[src/hw/sli_pkg.sv]
// package for the status lamp indicator source select block
// Function
// RULE_01: green lit while serial link healthy
// RULE_02: red on link error, green after recovery
// RULE_03: ready lamp mirrors ready output
// RULE_04: mode minus one keeps lamp dark
// RULE_05: mode zero shows selected signals
// RULE_06: mode one default, link status if serial
// RULE_07: green source select, default code 132
// RULE_08: green inversion, default not inverted
// RULE_09: red source select, default code 128
// RULE_10: red inversion, default not inverted
// RULE_11: one signal as green on, red off
// RULE_12: lamp follows signals every cycle
package sli_pkg;
    // ==========================================================
    // register map (byte addresses)
    localparam logic [11:0] ADDR_MODE   = 12'h000;
    localparam logic [11:0] ADDR_GREEN  = 12'h004;
    localparam logic [11:0] ADDR_RED    = 12'h008;
    localparam logic [11:0] ADDR_STATUS = 12'h00C;
    localparam logic [11:0] ADDR_SIGLO  = 12'h010;
    // ==========================================================
    // field layout of source select registers
    localparam int SEL_LSB  = 0;
    localparam int SEL_W    = 8;
    localparam int FLIP_BIT = 8;
    // status register bits
    localparam int ST_GREEN = 0;
    localparam int ST_RED   = 1;
    localparam int ST_READY = 2;
    localparam int ST_COMOK = 3;
    localparam int ST_COMER = 4;
    // ==========================================================
    // lamp source modes (two's complement, 2 bits)
    typedef enum logic [1:0] {
        SLI_MODE_DARK = 2'b11,
        SLI_MODE_SIG  = 2'b00,
        SLI_MODE_COMM = 2'b01
    } sli_mode_t;
    // ==========================================================
    // signal codes and reset values
    localparam logic [7:0] SIG_CONST_OFF = 8'h80;  // code 128
    localparam logic [7:0] SIG_READY     = 8'h84;  // code 132
    localparam logic [7:0] SIG_CONST_ON  = 8'h81;  // code 129
    localparam int         NUM_GEN_SIG   = 128;
    localparam sli_mode_t  MODE_RST      = SLI_MODE_COMM;
    localparam logic       FLIP_RST      = 1'b0;
    // ==========================================================
    // lamp setting carried as one bundle
    typedef struct packed {
        logic       flip;
        logic [7:0] sel;
    } sli_src_t;
endpackage : sli_pkg

[src/hw/sli_status_lamp.sv]
// status lamp source selection with apb register slave
//
// The implementer's own choices: the placing of the registers and register access over APB.
module sli_status_lamp
    import sli_pkg::*;
#(
    parameter bit SERIAL_VARIANT = 1'b1
) (
    input  wire logic          ref_clk,
    input  wire logic          reset,
    input  wire logic          psel,
    input  wire logic          penable,
    input  wire logic          pwrite,
    input  wire logic [11:0]   paddr,
    input  wire logic [31:0]   pwdata,
    output logic      [31:0]   prdata,
    output logic               pready,
    output logic               pslverr,
    input  wire logic [127:0]  outSignals,
    input  wire logic          readyOut,
    input  wire logic          commActive,
    input  wire logic          commError,
    output logic               lampGreen,
    output logic               lampRed,
    output logic               readyLamp
);
    // ==========================================================
    // registers
    sli_mode_t  mode;
    sli_src_t   greenSrc;
    sli_src_t   redSrc;
    logic       commFault;
    logic       wrEn;
    logic       rdEn;
    logic       mapped;

    assign pready  = 1'b1;
    assign wrEn    = psel & penable & pwrite;
    assign rdEn    = psel & penable & ~pwrite;
    assign mapped  = (paddr == ADDR_MODE) || (paddr == ADDR_GREEN) ||
                     (paddr == ADDR_RED) || (paddr == ADDR_STATUS) ||
                     (paddr == ADDR_SIGLO);
    assign pslverr = psel & penable & ~mapped;

    always_ff @(posedge ref_clk or posedge reset) begin
        if (reset) begin
            mode <= MODE_RST;  // [RULE_06]
        end else if (wrEn && paddr == ADDR_MODE) begin
            case (pwdata[1:0])
                2'b11:   mode <= SLI_MODE_DARK;
                2'b00:   mode <= SLI_MODE_SIG;
                2'b01:   mode <= SLI_MODE_COMM;
                default: mode <= mode;  // out-of-range values ignored
            endcase
        end
    end

    always_ff @(posedge ref_clk or posedge reset) begin
        if (reset) begin
            greenSrc <= '{flip: FLIP_RST, sel: SIG_READY};  // [RULE_07] [RULE_08]
        end else if (wrEn && paddr == ADDR_GREEN) begin
            greenSrc <= '{flip: pwdata[FLIP_BIT],
                          sel: pwdata[SEL_LSB +: SEL_W]};
        end
    end

    always_ff @(posedge ref_clk or posedge reset) begin
        if (reset) begin
            redSrc <= '{flip: FLIP_RST, sel: SIG_CONST_OFF};  // [RULE_09] [RULE_10]
        end else if (wrEn && paddr == ADDR_RED) begin
            redSrc <= '{flip: pwdata[FLIP_BIT],
                        sel: pwdata[SEL_LSB +: SEL_W]};
        end
    end

    // ==========================================================
    // pin synchronisers; first stage feeds only the second
    logic [3:0] syncA;
    logic [3:0] syncB;
    logic       readySync;
    logic       activeSync;
    logic       errorSync;
    always_ff @(posedge ref_clk or posedge reset) begin
        if (reset) begin
            syncA <= 4'h0;
            syncB <= 4'h0;
        end else begin
            syncA <= {commError, commActive, readyOut, 1'b0};
            syncB <= syncA;
        end
    end
    assign readySync  = syncB[1];
    assign activeSync = syncB[2];
    assign errorSync  = syncB[3];

    logic [127:0] sigA;
    logic [127:0] sigB;
    always_ff @(posedge ref_clk or posedge reset) begin
        if (reset) begin
            sigA <= '0;
            sigB <= '0;
        end else begin
            sigA <= outSignals;
            sigB <= sigA;
        end
    end

    // error holds red until a healthy exchange is seen
    always_ff @(posedge ref_clk or posedge reset) begin
        if (reset) begin
            commFault <= 1'b0;
        end else if (errorSync) begin
            commFault <= 1'b1;  // [RULE_02]
        end else if (activeSync) begin
            commFault <= 1'b0;  // [RULE_02]
        end
    end

    // ==========================================================
    // signal lookup: codes below 128 are general outputs
    function automatic logic pickSig(input logic [7:0] code,
                                     input logic [127:0] s,
                                     input logic rdy);
        logic v;
        v = 1'b0;
        if (code < 8'h80) begin
            v = s[code[6:0]];
        end else if (code == SIG_READY) begin
            v = rdy;
        end else if (code == SIG_CONST_ON) begin
            v = 1'b1;
        end
        return v;
    endfunction : pickSig

    logic greenSig;
    logic redSig;
    logic sigMode;
    logic next_green;
    logic next_red;
    // combined per cycle so any selection change shows next edge
    assign greenSig = pickSig(greenSrc.sel, sigB, readySync)
                      ^ greenSrc.flip;  // [RULE_08] [RULE_12]
    assign redSig   = pickSig(redSrc.sel, sigB, readySync)
                      ^ redSrc.flip;  // [RULE_10] [RULE_12]
    assign sigMode  = (mode == SLI_MODE_SIG) ||
                      (mode == SLI_MODE_COMM && !SERIAL_VARIANT);  // [RULE_06]

    always_comb begin
        next_green = 1'b0;
        next_red   = 1'b0;
        case (mode)
            SLI_MODE_DARK: begin
                next_green = 1'b0;  // [RULE_04]
                next_red   = 1'b0;
            end
            SLI_MODE_SIG, SLI_MODE_COMM: begin
                if (sigMode) begin
                    next_green = greenSig;  // [RULE_05] [RULE_07] [RULE_11]
                    next_red   = redSig;  // [RULE_09] [RULE_11]
                end else begin
                    next_green = ~commFault & activeSync;  // [RULE_01]
                    next_red   = commFault;  // [RULE_02]
                end
            end
            default: begin
                next_green = 1'b0;
                next_red   = 1'b0;
            end
        endcase
    end

    always_ff @(posedge ref_clk or posedge reset) begin
        if (reset) begin
            lampGreen <= 1'b0;
            lampRed   <= 1'b0;
            readyLamp <= 1'b0;
        end else begin
            lampGreen <= next_green;
            lampRed   <= next_red;
            readyLamp <= readySync;  // [RULE_03]
        end
    end

    // ==========================================================
    // register read-back
    always_ff @(posedge ref_clk or posedge reset) begin
        if (reset) begin
            prdata <= 32'h0000_0000;
        end else if (psel && !penable && !pwrite) begin
            case (paddr)
                ADDR_MODE:   prdata <= {{30{mode[1]}}, mode};
                ADDR_GREEN:  prdata <= {23'h0, greenSrc};
                ADDR_RED:    prdata <= {23'h0, redSrc};
                ADDR_STATUS: prdata <= {27'h0, errorSync, activeSync,
                                        readyLamp, lampRed, lampGreen};
                ADDR_SIGLO:  prdata <= sigB[31:0];
                default:     prdata <= 32'h0000_0000;
            endcase
        end
    end
endmodule : sli_status_lamp

[config.mk]
export PLATFORM = sky130hd
export DESIGN_NAME = sli_status_lamp
export DESIGN_NICKNAME = d
export VERILOG_FILES = /design/src/hw/sli_pkg.sv /design/src/hw/sli_status_lamp.sv
export SDC_FILE = /design/constraint.sdc
export NUM_CORES = 1
export LEC_CHECK = 0
export BUFFER_PORTS_ARGS = -buffer_cell sky130_fd_sc_hd__buf_2
export CORE_MARGIN = 5
export CORE_UTILIZATION = 59
export DETAILED_ROUTE_END_ITERATION = 8
export PLACE_DENSITY = 0.84
export SKIP_CTS_REPAIR_TIMING = 1
export SYNTH_ARGS = -nofsm -noshare
export SYNTH_HDL_FRONTEND = slang
export SYNTH_SLANG_ARGS = --single-unit
[constraint.sdc]
create_clock -name ref_clk -period 21.8 [get_ports ref_clk]
set_input_delay 2.18 -clock ref_clk [delete_from_list [all_inputs] [get_ports ref_clk]]
set_output_delay 2.18 -clock ref_clk [all_outputs]
set_load 0.1 [all_outputs]
; ---- Yosys cells after proc, flatten, opt, wreduce, memory -nomap -nowiden
; Index checks and enable logic that the tools add are counted.
[word_totals]
mem_count = 0
latchBits = 0
wordCells = 73
rom_bits = 0
regBits = 318
ram_bits = 0
[classes]
n_mul = 0
addsub = 0
n_mux = 18
eq_ne = 11
n_bitwise = 8
n_reduce_logical = 18
order_cmp = 4
n_div = 0
shift = 0
[ops]
columns = cell, count
row1 = 32-bit one-hot mux with 5 select lines, 1
row2 = 8-bit == test (second input constant), 4
row3 = 12-bit by 4-bit == test with 1-bit output (second input constant), 2
row4 = 7-bit by 8-bit < comparator with 1-bit output (second input constant), 2
row5 = 8-bit < comparator (second input constant), 2
row6 = 1-bit binary-select mux with 7-bit select, 2
row7 = 1-bit two-way mux, 14
row8 = 12-bit by 3-bit == test with 1-bit output (second input constant), 1
row9 = 12-bit by 5-bit == test with 1-bit output (second input constant), 1
row10 = 12-bit logical NOT, 1
row11 = 2-bit one-hot mux with 3 select lines, 1
row12 = 1-bit logical AND, 5
row13 = 1-bit bitwise AND, 4
row14 = 2-bit by 1-bit == test with 1-bit output (second input constant), 2
row15 = 2-bit logical NOT, 2
row16 = 1-bit logical OR, 4
row17 = 3-bit nonzero test, 1
row18 = 2-bit == test (second input constant), 1
row19 = 1-bit logical NOT, 2
row20 = 1-bit inverter, 2
row21 = 2-bit AND reduction, 1
row22 = 2-bit nonzero test, 1
row23 = 2-bit OR reduction, 1
row24 = 1-bit XOR, 2

; ---- Longest topological paths before layout
[depth]
ltp_word = 7
mapped_depth = 11
mapped_depth_nobuf = 7

; ---- Worst setup path after synthesis
; OpenSTA, ideal clock, no wires.
[synth_timing]
path_type = input-to-output
start = input paddr[2]
end = output pslverr
slack_ns = 14.761
required_time_ns = 19.620
t_arrival_ns = 4.859
path_buffers = 3
cell_stages = 5
cell_sequence = clkbuf_1 > nor4b_2 > buf_2 > buf_2 > nor3_1
[synth_via]
elab_chain_cells = 7
[synth_rtl]
columns = element, line
row1 = "start, declared", sli_status_lamp.sv:14  ; input wire logic [11:0] paddr,
row2 = 12-bit by 3-bit == test with 1-bit output or 12-bit logical NOT (tied branches), sli_status_lamp.sv:40  ; assign mapped = (paddr == ADDR_MODE) || (paddr == ADDR_GREEN) ||
row3 = 1-bit logical OR (2 in a row), sli_status_lamp.sv:40
row4 = 1-bit logical OR, sli_status_lamp.sv:41  ; (paddr == ADDR_RED) || (paddr == ADDR_STATUS) ||
row5 = 1-bit logical OR *, sli_status_lamp.sv:41
row6 = 1-bit inverter *, sli_status_lamp.sv:43  ; assign pslverr = psel & penable & ~mapped;
row7 = 1-bit bitwise AND *, sli_status_lamp.sv:43
row8 = "end, declared", sli_status_lamp.sv:18  ; output logic pslverr,
; Mark *: on every way between the ends. The rest lies on a longest branch, timed or not.

; ---- Worst setup path in the final report
[layout_timing]
start = input paddr[9]
end = output pslverr
; The elaborated chain is that of the path after synthesis.

==> results.sh <==
export IMPL_synthFlopType="dfrtp_1"
export IMPL_avgRoutedWirePerCell_um=21.5
export IMPL_grt_max_degree=152
export IMPL_io_pins=217
export IMPL_p_leak_nw=6.06
export IMPL_setup_viol=0
export IMPL_via_per_inst=5.79
export IMPL_clk_pin_slew_worst_paths_ps=60
export IMPL_netlist_area_um2=11400
export IMPL_hold_depth=0
export IMPL_drive_gt1_share_pct=37.2
export IMPL_cts_buffer_depth=3
export IMPL_die_w_um=149
export IMPL_status="finished clean"
export IMPL_multi_input_area_um2=3180
export IMPL_dp_cells=1124
export IMPL_cts_buffers=31
export IMPL_start_util_pct=60.4
export IMPL_io_buffer_count=192
export IMPL_hp_class="flip-flop to flip-flop"
export IMPL_finalCritPeriodShare_pct=27.9
export IMPL_max_slew_margin_pct=20.2
export IMPL_wl_um=25500
export IMPL_drc_errors=0
export IMPL_drt_initial_drc_count=654
export IMPL_gp_congestion=0.852
export IMPL_maxSlewViolCount=0
export IMPL_fillCellCount=1173
export IMPL_cp_start_kind="input pin"
export IMPL_p_sw_mw=0.263
export IMPL_syn_to_final_growth_pct=20.3
export IMPL_dieArea_um2=22200
export IMPL_synth_warnings=0
export IMPL_clock_fmax_ghz=0.164
export IMPL_synthCells=703
export IMPL_cts_root_buf="clkbuf_16"
export IMPL_drt_pass1_iter_count=7
export IMPL_synth_seq_cells=318
export IMPL_clk_latency_ps=560
export IMPL_power_density_nw_per_um2=92.7
export IMPL_die_h_um=149
export IMPL_seqPwrFrac_pct=49.4
export IMPL_core_area_um2=18900
export IMPL_cap_violations=0
export IMPL_rows=50
export IMPL_drt_antenna_violating_nets=0
export IMPL_r2r_cells=8
export IMPL_ir_worst_vdd_mv=0.134
export IMPL_grt_setup_unrepaired="no"
export IMPL_pwr_share_comb_pct=3.8
export IMPL_critPathMaxFanout=34
export IMPL_p_int_mw=1.01
export IMPL_antenna_found_initial=6
export IMPL_nNetsFinal=1077
export IMPL_end_kind="output pin"
export IMPL_grt_pass1_wl_um=39600
export IMPL_finClkSkew_ps=7.90
export IMPL_synth_edff_count=0
export IMPL_seq_area_um2=7970
export IMPL_synthesis_nets=883
export IMPL_min_period_ps=6090
export IMPL_hold_viol_final=0
export IMPL_async_flop_share_pct=100
export IMPL_synthDistinctLibCells=51
export IMPL_cp_required_ps=19620
export IMPL_critPathKind="input pin to output pin"
export IMPL_cts_tree="built"
export IMPL_final_area_um2=13700
export IMPL_grt_use_total_pct=23.1
export IMPL_vias=6854
export IMPL_netSwitchingFraction_pct=20.6
export IMPL_syn_area_per_cell_um2=16.2
export IMPL_dpl_cell_area_um2=12500
export IMPL_holdWs_ps=346
export IMPL_clkPwrFrac_pct=46.8
export IMPL_worst_pin_slew_ps=1200
export IMPL_grt_pass1_vias=7106
export IMPL_worstPathArrival_ps=3910
export IMPL_htreeDepth=1
export IMPL_final_cells=1184
export IMPL_overflow=0
export IMPL_cts_sinks=318
export IMPL_seq_area_frac_synth_pct=69.8
export IMPL_post_dp_hpwl_um=16600
export IMPL_setup_tns_final_ps=0
==> per-stage QoR <==
step / util, % / total power, mW / setup WS (ps)
floorplan: - / 0.660 / 10830
global placement: 66.3 / 0.684 / 15790
detailed placement: 66.3 / 0.687 / 15710
CTS: 72.6 / 1.28 / 15710
global route: 72.6 / 1.32 / 15590
finish: 72.6 / 1.27 / 15710
==> synthesized netlist by cell type, drive strengths merged, types with 3 or more instances <==
master	n	area, µm²
nor3	9	50.1
nor4	5	31.3
mux4	58	1360
a31oi	7	43.8
nor2	12	45.0
a22oi	10	75.1
buf	28	203
a221o	8	80.1
inv	8	30.0
a21oi	34	170
a221oi	5	43.8
nand2	48	180
o21ai	38	190
nor2b	7	43.8
o211ai	5	42.5
clkbuf	12	45.0
mux2	23	259
nand3	14	70.1
dfrtp	314	7860
and2	3	18.8
nor4b	4	47.6
dfstp	4	105
a31o	3	26.3
mux2i	22	220
==> flip-flops by register name, indices dropped and copies added (netlist names) <==
register   count
readyLamp      1
prdata        32
lampRed        1
greenSrc       9
lampGreen      1
redSrc         9
syncB          3
mode           2
sigA         128
syncA          3
sigB         128
commFault      1
==> routing by layer <==
metal	GRT usage (%)	part of all wire, %	routed length (µm)	vias up
met1	32.1	40	10100	3446
met5	0	0.19	49	-
met4	7.69	2.9	738	8
met3	5.29	8.7	2220	65
li1	-	-	-	2973
met2	37.0	49	12400	362
==> cell usage in the layout (no fill, tap or decap), drive strengths merged, types with 2 or more instances in the layout <==
cell	synthesis	routed
a31o	3	3
dfstp	4	4
a31oi	7	7
a311oi	2	2
nand3	14	14
a221oi	5	5
o211ai	5	5
mux2i	22	22
mux4	58	58
diode	0	3
nor3b	2	2
o21ai	38	38
inv	8	10
nand2	48	48
dfrtp	314	314
a22oi	10	10
buf	28	201
nand2b	2	2
clkinvlp	0	4
and2	3	3
a221o	8	8
clkinv	0	7
a21oi	34	34
clkbuf	12	36
mux2	23	23
nor2	12	12
nor3	9	9
nor4	5	5
nor4b	4	4
bufinv	0	8
nor2b	7	7
==> cell families after synthesis <==
family	after synthesis	share of synthesized area, %
DFF	318	69.8
AOI/OAI and AO/OA	119	6.59
and+or+nand+nor	114	5.08
muxes	103	16.1
buffers and inverters	48	2.43
other	1	0.0329
==> layout make-up <==
cell class / count / area share [%]
Clock inverter: 21 / 2.43
Antenna cell: 3 / 0.0547
Timing Repair Buffer: 201 / 7.50
Multi-Input combinational cell: 337 / 23.2
Inverter: 8 / 0.274
Tap cell: 260 / 2.37
Sequential cell: 318 / 58.1
Clock buffer: 36 / 6.16
==> critical path: stages <==
cell	delay [ps]
buf_2	100
nor4_1	310
nand3_1	250
nor4b_4	300
buf_4	380
nor3_1	80
buf_2	300
==> path summary, 6_finish.rpt <==
kind,startpoint,endpoint,slack (ps)
max,paddr[9],pslverr,15710
min,sigA[78],sigB[78],350
max reg2reg,greenSrc[1],lampGreen,18750
min reg2reg,sigA[78],sigB[78],350
max in group asynchronous,reset,prdata[7],18290
min in group asynchronous,reset,sigB[77],1820
==> power groups by stage <==
stage / Sequential, mW / Combinational, mW / Clock (mW)
after floorplan: 0.636 / 0.0236 / 0
after global placement: 0.636 / 0.0477 / 0
after detailed placement: 0.638 / 0.0485 / 0
after CTS: 0.628 / 0.0492 / 0.606
after global routing: 0.630 / 0.0535 / 0.632
final: 0.628 / 0.0482 / 0.596
Power figures use the tool's default switching activity.
